===== config.mk =====
export PLATFORM = sky130hd
export DESIGN_NAME = perf_counter2_event_sampling
export DESIGN_NICKNAME = d
export VERILOG_FILES = /design/src/hdl/perf2_pkg.sv /design/src/hdl/sample_reg.sv /design/src/hdl/event_decode.sv /design/src/hdl/perf_counter2_event_sampling.sv
export VERILOG_INCLUDE_DIRS = /design/src /design/src/hdl
export SDC_FILE = /design/constraint.sdc
export NUM_CORES = 1
export LEC_CHECK = 0
export BUFFER_PORTS_ARGS = -buffer_cell sky130_fd_sc_hd__buf_2
export CORE_AREA = 2 2 147 149
export CTS_CLUSTER_SIZE = 25
export DETAILED_ROUTE_END_ITERATION = 8
export DIE_AREA = 0 0 149 151
export GPL_ROUTABILITY_DRIVEN = 0
export PLACE_DENSITY = 0.79
export SLEW_MARGIN = 20
export SYNTH_ARGS = -nofsm -noshare
export SYNTH_HDL_FRONTEND = slang
export SYNTH_HIERARCHICAL = 1
export SYNTH_SLANG_ARGS = --single-unit

===== constraint.sdc =====
create_clock -name clk -period 4 [get_ports clk]
set_input_delay 0.2 -clock clk [delete_from_list [all_inputs] [get_ports clk]]
set_output_delay 0.2 -clock clk [all_outputs]
set_load 0.1 [all_outputs]

===== src/hdl/perf2_defines.svh =====
`ifndef PERF2_DEFINES_SVH
`define PERF2_DEFINES_SVH

// ----------------------------------------
// Special register numbers
// ----------------------------------------
`define SPR_MONITOR_CONTROL0 10'h3B8
`define SPR_SECOND_COUNTER 10'h3BA
`define SPR_SAMPLED_INSTR 10'h3BB
`define SPR_SAMPLED_OPERAND 10'h3BF

// ----------------------------------------
// Control register fields (little-endian positions)
// ----------------------------------------
`define MC0_SEL_MSB 5
`define MC0_SEL_LSB 0
`define MC0_INTERRUPT_SIGNAL_ENABLE_BIT 26

// ----------------------------------------
// Reset values
// ----------------------------------------
`define MC0_RESET 32'h0000_0000
`define COUNTER_RESET 32'h0000_0000
`define SAMPLE_RESET 32'h0000_0000

// ----------------------------------------
// Time-base lower bit positions for selector 0..3
// ----------------------------------------
`define TB_SEL0_BIT 16
`define TB_SEL1_BIT 12
`define TB_SEL2_BIT 8
`define TB_SEL3_BIT 0

// ----------------------------------------
// Counts
// ----------------------------------------
`define MAX_PER_CYCLE 3'h4
`define LAST_DEFINED_CODE 6'h14

`endif


===== src/hdl/perf2_pkg.sv =====
package perf2_pkg;

    typedef enum logic [5:0] {
        EV_HOLD = 6'h00,
        EV_CYCLES = 6'h01,
        EV_COMPLETED = 6'h02,
        EV_TB_TRANSITION = 6'h03,
        EV_DISPATCHED = 6'h04,
        EV_LOAD_MISS_CYCLES = 6'h05,
        EV_DCACHE_FILL = 6'h06,
        EV_ITLB_MISS = 6'h07,
        EV_BRANCH_COMPLETED = 6'h08,
        EV_RESERVATION = 6'h09,
        EV_MFSPR_DISPATCH = 6'h0A,
        EV_ICBI = 6'h0B,
        EV_PIPE_FLUSH = 6'h0C,
        EV_BRANCH_RESULT = 6'h0D,
        EV_SIMPLE0_RESULT = 6'h0E,
        EV_COMPLEX_RESULT = 6'h0F,
        EV_BRANCH_DISPATCH = 6'h10,
        EV_SIMPLE0_DISPATCH = 6'h11,
        EV_LOADS_COMPLETED = 6'h12,
        EV_COMPLEX_DISPATCH = 6'h13,
        EV_SNOOP_HIT = 6'h14
    } event_sel_type;

endpackage : perf2_pkg


===== src/hdl/sample_reg.sv =====
`timescale 1ns/10ps
`include "perf2_defines.svh"

module sample_reg (
    // Clock and reset
    input wire logic clk,
    input wire logic nrst,
    // Hardware capture
    input wire logic capture,
    input wire logic [31:0] capture_value,
    // Software write
    input wire logic wr,
    input wire logic [31:0] wdata,
    // Held value
    output logic [31:0] value_q
);

    // Capture beats a software write landing in the same cycle
    always_ff @(posedge clk or negedge nrst) begin
        if (!nrst) begin
            value_q <= `SAMPLE_RESET;
        end else if (capture) begin
            value_q <= capture_value;
        end else if (wr) begin
            value_q <= wdata;
        end
    end

endmodule : sample_reg


===== src/hdl/event_decode.sv =====
`timescale 1ns/10ps
`include "perf2_defines.svh"

module event_decode (
    // Selection
    input perf2_pkg::event_sel_type sel,
    // Multi-count events
    input wire logic [2:0] completed_count,
    input wire logic [2:0] dispatched_count,
    input wire logic [2:0] loads_completed,
    input wire logic [1:0] branch_complete,
    // Single events
    input wire logic tb_transition,
    input wire logic load_miss_busy,
    input wire logic dcache_fill,
    input wire logic itlb_miss,
    input wire logic reservation_ok,
    input wire logic mfspr_dispatch,
    input wire logic icbi_event,
    input wire logic pipeline_flush,
    input wire logic branch_result,
    input wire logic simple_integer_unit0_result,
    input wire logic complex_integer_unit_result,
    input wire logic branch_dispatch,
    input wire logic simple_integer_unit0_dispatch,
    input wire logic complex_integer_unit_dispatch,
    input wire logic snoop_hit,
    // Amount to add this cycle
    output logic [2:0] increment
);
    import perf2_pkg::*;

    // Out-of-range counts saturate rather than over-count
    function automatic logic [2:0] clamp(input logic [2:0] n);
        clamp = (n > `MAX_PER_CYCLE) ? `MAX_PER_CYCLE : n;
    endfunction : clamp

    always_comb begin
        unique case (sel)
            EV_HOLD: increment = 3'h0;
            EV_CYCLES: increment = 3'h1;
            EV_COMPLETED: increment = clamp(completed_count);
            EV_TB_TRANSITION: increment = {2'h0, tb_transition};
            EV_DISPATCHED: increment = clamp(dispatched_count);
            EV_LOAD_MISS_CYCLES: increment = {2'h0, load_miss_busy};
            EV_DCACHE_FILL: increment = {2'h0, dcache_fill};
            EV_ITLB_MISS: increment = {2'h0, itlb_miss};
            EV_BRANCH_COMPLETED: increment = branch_complete[1] ? (branch_complete[0] ? 3'h2 : 3'h1) : 3'h0;
            EV_RESERVATION: increment = {2'h0, reservation_ok};
            EV_MFSPR_DISPATCH: increment = {2'h0, mfspr_dispatch};
            EV_ICBI: increment = {2'h0, icbi_event};
            EV_PIPE_FLUSH: increment = {2'h0, pipeline_flush};
            EV_BRANCH_RESULT: increment = {2'h0, branch_result};
            EV_SIMPLE0_RESULT: increment = {2'h0, simple_integer_unit0_result};
            EV_COMPLEX_RESULT: increment = {2'h0, complex_integer_unit_result};
            EV_BRANCH_DISPATCH: increment = {2'h0, branch_dispatch};
            EV_SIMPLE0_DISPATCH: increment = {2'h0, simple_integer_unit0_dispatch};
            EV_LOADS_COMPLETED: increment = clamp(loads_completed);
            EV_COMPLEX_DISPATCH: increment = {2'h0, complex_integer_unit_dispatch};
            EV_SNOOP_HIT: increment = {2'h0, snoop_hit};
            default: increment = 3'h0;
        endcase
    end

endmodule : event_decode


===== src/hdl/perf_counter2_event_sampling.sv =====
`timescale 1ns/10ps
`include "perf2_defines.svh"

// Summary of operation
// - Event for second counter chosen by 6-bit control field, bits 0 to 5.
// - Code 0 holds; code 1 counts cycles; code 4 counts dispatched instructions.
// - Code 2 adds zero to four completed instructions per cycle.
// - Code 3 counts transitions of time-base bit 47, 51, 55 or 63.
// - Code 8 adds branches completed: 00 none, 10 one, 11 two, 01 illegal.
// - Code 5 counts every cycle a load miss is serviced.
// - Code 6 counts data cache fills; code 7 counts instruction translation misses.
// - Codes 9, A, B count reservations, speculative mfspr dispatches, icbi instructions.
// - Code C counts pipeline-flushing operations.
// - Codes D, E, F count branch, simple integer, complex unit results.
// - Codes 10, 11, 13 count dispatches to branch, simple, complex units.
// - Code 12 adds zero to four completed loads per cycle.
// - Code 14 counts snoop hits.
// - Threshold interrupt captures address of the instruction that went negative.
// - Other interrupt causes capture last completed instruction address.
// - Threshold interrupt captures that instruction's operand address.
// - Other causes capture a nearby operand address, unrelated to instruction.
// - Sample registers are supervisor-only, at special registers 955 and 959.
// - Samples kept after signalling; interrupt waits for external interrupt enable.
// - Signalling clears interrupt signal enable; software must set it again.

module perf_counter2_event_sampling (
    // Clock and reset
    input wire logic clk,
    input wire logic nrst,
    // Special register port
    input wire logic [9:0] spr_num,
    input wire logic spr_rd,
    input wire logic spr_wr,
    input wire logic [31:0] spr_wdata,
    input wire logic supervisor_mode,
    output logic [31:0] spr_rdata_q,
    output logic spr_ack_q,
    output logic spr_fault_q,
    // Monitor controls from the rest of the monitor
    input wire logic counting_allowed,
    input wire logic [1:0] timebase_bit_selector,
    input wire logic [31:0] tb_lower,
    // Pipeline events
    input wire logic [2:0] completed_count,
    input wire logic [2:0] dispatched_count,
    input wire logic [2:0] loads_completed,
    input wire logic [1:0] branch_complete,
    input wire logic load_miss_busy,
    input wire logic dcache_fill,
    input wire logic itlb_miss,
    input wire logic reservation_ok,
    input wire logic mfspr_dispatch,
    input wire logic icbi_event,
    input wire logic pipeline_flush,
    input wire logic branch_result,
    input wire logic simple_integer_unit0_result,
    input wire logic complex_integer_unit_result,
    input wire logic branch_dispatch,
    input wire logic simple_integer_unit0_dispatch,
    input wire logic complex_integer_unit_dispatch,
    input wire logic snoop_hit,
    // Interrupt causes and sample sources
    input wire logic threshold_event,
    input wire logic other_pmi_cause,
    input wire logic [31:0] threshold_instr_addr,
    input wire logic [31:0] threshold_operand_addr,
    input wire logic [31:0] last_completed_addr,
    input wire logic [31:0] recent_operand_addr,
    input wire logic external_interrupt_enable,
    // Status out
    output perf2_pkg::event_sel_type event_select_q,
    output logic interrupt_signal_enable_q,
    output logic counter_negative_q,
    output logic perf_monitor_interrupt_q,
    output logic interrupt_taken_q,
    output logic [31:0] second_event_counter_q,
    output logic [31:0] sampled_instruction_address_q,
    output logic [31:0] sampled_operand_address_q
);
    import perf2_pkg::*;

    // ----------------------------------------
    // Register decode
    // ----------------------------------------
    logic hit_ctl;
    logic hit_cnt;
    logic hit_sia;
    logic hit_sda;
    logic hit_any;
    logic wr_ctl;
    logic wr_cnt;
    logic wr_sia;
    logic wr_sda;

    assign hit_ctl = (spr_num == `SPR_MONITOR_CONTROL0);
    assign hit_cnt = (spr_num == `SPR_SECOND_COUNTER);
    assign hit_sia = (spr_num == `SPR_SAMPLED_INSTR);
    assign hit_sda = (spr_num == `SPR_SAMPLED_OPERAND);
    assign hit_any = hit_ctl | hit_cnt | hit_sia | hit_sda;
    assign wr_ctl = spr_wr & supervisor_mode & hit_ctl;
    assign wr_cnt = spr_wr & supervisor_mode & hit_cnt;
    assign wr_sia = spr_wr & supervisor_mode & hit_sia;
    assign wr_sda = spr_wr & supervisor_mode & hit_sda;

    // ----------------------------------------
    // Interrupt signalling
    // ----------------------------------------
    logic pmi_signal;
    logic take_now;

    assign pmi_signal = interrupt_signal_enable_q & (threshold_event | other_pmi_cause);
    assign take_now = perf_monitor_interrupt_q & external_interrupt_enable;

    always_ff @(posedge clk or negedge nrst) begin
        if (!nrst) begin
            event_select_q <= event_sel_type'(6'(`MC0_RESET >> `MC0_SEL_LSB));
        end else if (wr_ctl) begin
            event_select_q <= event_sel_type'(spr_wdata[`MC0_SEL_MSB:`MC0_SEL_LSB]);
        end
    end

    // hardware clear beats a software set, so a signal never re-arms itself
    always_ff @(posedge clk or negedge nrst) begin
        if (!nrst) begin
            interrupt_signal_enable_q <= 1'(`MC0_RESET >> `MC0_INTERRUPT_SIGNAL_ENABLE_BIT);
        end else if (pmi_signal) begin
            interrupt_signal_enable_q <= 1'b0;
        end else if (wr_ctl) begin
            interrupt_signal_enable_q <= spr_wdata[`MC0_INTERRUPT_SIGNAL_ENABLE_BIT];
        end
    end

    always_ff @(posedge clk or negedge nrst) begin
        if (!nrst) begin
            perf_monitor_interrupt_q <= 1'b0;
        end else if (pmi_signal) begin
            perf_monitor_interrupt_q <= 1'b1;
        end else if (take_now) begin
            perf_monitor_interrupt_q <= 1'b0;
        end
    end

    always_ff @(posedge clk or negedge nrst) begin
        if (!nrst) begin
            interrupt_taken_q <= 1'b0;
        end else begin
            interrupt_taken_q <= take_now;
        end
    end

    // ----------------------------------------
    // Event selection and counting
    // ----------------------------------------
    logic tb_bit;
    logic tb_prev_q;
    logic [2:0] increment;

    always_comb begin
        unique case (timebase_bit_selector)
            2'h0: tb_bit = tb_lower[`TB_SEL0_BIT];
            2'h1: tb_bit = tb_lower[`TB_SEL1_BIT];
            2'h2: tb_bit = tb_lower[`TB_SEL2_BIT];
            2'h3: tb_bit = tb_lower[`TB_SEL3_BIT];
        endcase
    end

    always_ff @(posedge clk or negedge nrst) begin
        if (!nrst) begin
            tb_prev_q <= 1'b0;
        end else begin
            tb_prev_q <= tb_bit;
        end
    end

    event_decode u_decode (
        .sel(event_select_q),
        .completed_count(completed_count),
        .dispatched_count(dispatched_count),
        .loads_completed(loads_completed),
        .branch_complete(branch_complete),
        .tb_transition(tb_bit ^ tb_prev_q),
        .load_miss_busy(load_miss_busy),
        .dcache_fill(dcache_fill),
        .itlb_miss(itlb_miss),
        .reservation_ok(reservation_ok),
        .mfspr_dispatch(mfspr_dispatch),
        .icbi_event(icbi_event),
        .pipeline_flush(pipeline_flush),
        .branch_result(branch_result),
        .simple_integer_unit0_result(simple_integer_unit0_result),
        .complex_integer_unit_result(complex_integer_unit_result),
        .branch_dispatch(branch_dispatch),
        .simple_integer_unit0_dispatch(simple_integer_unit0_dispatch),
        .complex_integer_unit_dispatch(complex_integer_unit_dispatch),
        .snoop_hit(snoop_hit),
        .increment(increment)
    );

    always_ff @(posedge clk or negedge nrst) begin
        if (!nrst) begin
            second_event_counter_q <= `COUNTER_RESET;
            counter_negative_q <= 1'b0;
        end else if (wr_cnt) begin
            second_event_counter_q <= spr_wdata;
            counter_negative_q <= spr_wdata[31];
        end else if (counting_allowed) begin
            second_event_counter_q <= second_event_counter_q + {29'h0, increment};
            counter_negative_q <= (second_event_counter_q + {29'h0, increment}) >> 31 != 32'h0;
        end
    end

    // ----------------------------------------
    // Sampled addresses
    // ----------------------------------------
    logic [31:0] sia_src;
    logic [31:0] sda_src;

    assign sia_src = threshold_event ? threshold_instr_addr : last_completed_addr;
    assign sda_src = threshold_event ? threshold_operand_addr : recent_operand_addr;

    sample_reg u_sia (
        .clk(clk),
        .nrst(nrst),
        .capture(pmi_signal),
        .capture_value(sia_src),
        .wr(wr_sia),
        .wdata(spr_wdata),
        .value_q(sampled_instruction_address_q)
    );

    sample_reg u_sda (
        .clk(clk),
        .nrst(nrst),
        .capture(pmi_signal),
        .capture_value(sda_src),
        .wr(wr_sda),
        .wdata(spr_wdata),
        .value_q(sampled_operand_address_q)
    );

    // ----------------------------------------
    // Register read-back
    // ----------------------------------------
    logic [31:0] rd_mux;

    always_comb begin
        rd_mux = 32'h0000_0000;
        if (hit_ctl) begin
            rd_mux[`MC0_SEL_MSB:`MC0_SEL_LSB] = event_select_q;
            rd_mux[`MC0_INTERRUPT_SIGNAL_ENABLE_BIT] = interrupt_signal_enable_q;
        end else if (hit_cnt) begin
            rd_mux = second_event_counter_q;
        end else if (hit_sia) begin
            rd_mux = sampled_instruction_address_q;
        end else if (hit_sda) begin
            rd_mux = sampled_operand_address_q;
        end
    end

    // user-mode access faults and reads zero
    always_ff @(posedge clk or negedge nrst) begin
        if (!nrst) begin
            spr_rdata_q <= 32'h0000_0000;
            spr_ack_q <= 1'b0;
            spr_fault_q <= 1'b0;
        end else begin
            spr_rdata_q <= (spr_rd & supervisor_mode) ? rd_mux : 32'h0000_0000;
            spr_ack_q <= (spr_rd | spr_wr) & hit_any;
            spr_fault_q <= (spr_rd | spr_wr) & hit_any & ~supervisor_mode;
        end
    end
endmodule : perf_counter2_event_sampling


==> results.cfg <==
[clock_network]
cts_tree = done
numCtsBuffers = 17
cts_buffer_depth = 2
cts_root_buf = clkbuf_16
clk_latency_ps = 420
cts_resized = 0
path_clk_slew_ps = 60
htreeDepth = 4
clock-sinks = 140

[synth]
synth_top_area_frac = 0.422
synth_largest_area_cell = dfrtp_1
ys_seq_elements = 140
synth.area.mux_share = 0.229
synthAdderAreaFrac = 0.00694
synthArstFlopShare = 1.00
synth_top_family_by_area = multiplexers
synth_common_cells = 140 x dfrtp_1, 105 x nand2_1, 89 x mux2_2, 76 x mux2i_1, 60 x o21ai_1
syn_area_um2 = 8290
netlist_instances = 808
ys_seq_area_frac = 0.422
synth_warnings = 6
synth_xor_area_frac = 0.0296
synth.most_common_cell = dfrtp_1
synth_edf_count = 0
synth.distinct_cells = 59
syn_area_per_cell_um2 = 10.3
syn_nets = 1050
synth_area_leaders = dfrtp_1 42%, mux2_2 12%, mux2i_1 9.2%, nand2_1 4.8%, o21ai_1 3.6%
synth_simple_gate_area_frac = 0.149
synth_ff_type = dfrtp_1
synth_compound_area_frac = 0.113

[power_and_ir_drop]
leakage_uw = 0.00517
powerDensity_nw_per_um2 = 383
power.total_uw = 4100
vdd_drop_max_mv = 0.272

[flow_run]
cap_violations = 0

[sta]
fmax_mhz = 269
setup_ws_ps = 289
rsz0062_at_grt = no
setup_viol = 0
skew_ps = 8.63
drv_slew = 0
worstMarginPinSlew_ps = 999
max_slew_margin = 0.334
finalSetupTns_ps = 0
fin_crit_sh = 0.928
period_minus_slack_ps = 3710
finalHoldViolations = 0

[route]
via_count = 7549
finalWirelength_um = 27200
post_drt_via_cell_ratio = 5.31
drc = 0
drtIter0Drc = 313
drt_pass1_iterations = 5
wl_per_cell_um = 19.1
final_antenna_net_count = 0

[worst_setup_path]
critPathBufInv = 0
crit_arrival_ps = 3960
path_cells = mux2i_1 > o32ai_1 > a2111oi_0 > nand3_1 > ha_1 > fa_1 > a21oi_1 > nor2_1 > and3_1 > xnor2_1 > o21ai_0
cp-start-kind = flip-flop
cp.required_ps = 4250
crit_type = reg -> reg
cpLargestDelayFamily = compound AO/OA/AOI/OAI gates
slowest_stage = dfrtp_1
critPathMaxFanout = 16
slowest_delay_ps = 670
end_kind = flip-flop

[floorplan]
die_h_um = 151
core_um2 = 20800
ios = 378
die-area_um2 = 22500
die_w_um = 149
num_rows = 53
start_util = 0.398

[global_routing]
grt_max_degree = 102
grt_usage = 0.238
grt_pass1_vias = 7526
grt_first_pass_wirelength_um = 40800
antenna_found_initial = 1
gr-total-overflow = 0

[status]
status = finished, final reports clean

[finish]
stdcell_count = 1422
final_layout_size_suffix_gt1_frac = 0.445
nNetsFinal = 1376
fill_cells = 1906
multi_input_area_um2 = 4400
design_area_um2 = 10700
seq_area_um2 = 3500
area_growth_pct = 29.1

[place]
dpl_cell_area_um2 = 10100
preCtsSetupSlack_ps = 115
post-place-cells = 1387
dp_hpwl_um = 19900
numPortBuffers = 349

[worst_hold_path]
hp-class = in -> reg
## cell type report
type	instances	area share
timing repair buffer	363	0.176
multi-input combinational	607	0.411
antenna	1	0.000234
sequential	140	0.327
clock inverter	11	0.00888
inverter	5	0.00175
tap	275	0.0321
clock buffer	20	0.0427
## cells by family after synthesis
kind of cell,after synthesis
and+or+nand+nor,242
muxes,173
AOI/OAI and AO/OA,160
DFF,140
buffers and inverters,61
xor gates and xnor gates,28
adders and majority gates,4
## worst reg2reg max path, stage by stage, from the launching register on
cell and delay (ps):
dfrtp_1 670, mux2i_1 260, o32ai_1 90, a2111oi_0 590, nand3_1 170, ha_1 250, fa_1 400, a21oi_1 350
nor2_1 300, and3_1 280, xnor2_1 120, o21ai_0 80
## placed cells by master, fill, tap and decap left out, types with 3 or more instances in the layout
| cell | synthesis | final |
|---|---|---|
| clkinvlp_4 | 0 | 3 |
| and2_1 | 5 | 4 |
| ha_1 | 3 | 3 |
| mux2_2 | 89 | 89 |
| and3_1 | 8 | 7 |
| nor2_1 | 45 | 45 |
| or4b_1 | 3 | 3 |
| dlygate4sd3_1 | 0 | 3 |
| mux2_4 | 6 | 6 |
| xor2_1 | 22 | 22 |
| o21ai_0 | 42 | 42 |
| xnor2_1 | 6 | 6 |
| inv_1 | 5 | 5 |
| a22oi_1 | 32 | 32 |
| buf_4 | 6 | 11 |
| nor3_1 | 6 | 5 |
| nand2_1 | 105 | 105 |
| a21oi_1 | 6 | 6 |
| nand3b_1 | 4 | 4 |
| dfrtp_1 | 140 | 140 |
| nor3_4 | 2 | 3 |
| o21ai_1 | 60 | 60 |
| mux2i_1 | 76 | 76 |
| nand3_1 | 22 | 22 |
| clkinv_2 | 0 | 5 |
| buf_2 | 22 | 347 |
| a31oi_1 | 5 | 5 |
| clkbuf_16 | 0 | 17 |
| nand4_1 | 12 | 12 |
| o21ai_2 | 4 | 4 |
| and4_1 | 5 | 4 |
| or3_1 | 3 | 3 |
## state kept, by name (all words and copies together) (netlist names)
register                   flops
second_event_counter_q        31
counter_negative_q             1
u_sda/value_q                 32
interrupt_taken_q              1
perf_monitor_interrupt_q       1
spr_ack_q                      1
interrupt_signal_enable_q      1
spr_fault_q                    1
tb_prev_q                      1
spr_rdata_q                   32
event_select_q                 6
u_sia/value_q                 32
## per-stage QoR
step	utilization	hold WS (ps)
final	0.514	28.2
after detailed placement	0.486	385
after CTS	0.514	4.86
after global routing	0.514	26.5
after global placement	0.486	385
after floorplan	-	-95.6
## layer usage
metal,part of all wire,track usage,up-vias
met3,0.067,0.0551,48
met5,0,0,-
li1,-,-,3565
met4,0.024,0.0905,0
met1,0.41,0.287,3617
met2,0.50,0.416,319
## power breakdown
group | switching, µW | internal [µW] | leakage, µW
Combinational | 781 | 255 | 0.00297
Sequential | 72.8 | 1490 | 0.00193
Clock | 619 | 882 | 0.000268
## what timing repair did
item                                   4_1_cts  5_1_grt
hold buffers                                 3        0
endpoints found under the hold margin      102        0
buffers inserted                             0        0
## worst paths after layout
kind                       slack [ps]                                 start  cells past startpoint                                     end
max                               290         event_select_q[2]$_DFFE_PN0P_                     11   second_event_counter_q[6]$_DFFE_PN0P_
min                                30                         spr_wdata[19]                      3  second_event_counter_q[19]$_DFFE_PN0P_
max reg2reg                       290         event_select_q[2]$_DFFE_PN0P_                     11   second_event_counter_q[6]$_DFFE_PN0P_
min reg2reg                       510  perf_monitor_interrupt_q$_DFFE_PN0P_                      1    perf_monitor_interrupt_q$_DFFE_PN0P_
max in group asynchronous        2330                                  nrst                      3            u_sda/value_q[2]$_DFFE_PN0P_
min in group asynchronous         460                                  nrst                      2                spr_rdata_q[7]$_DFF_PN0_
Note: power is estimated with default switching activity, not from simulation.
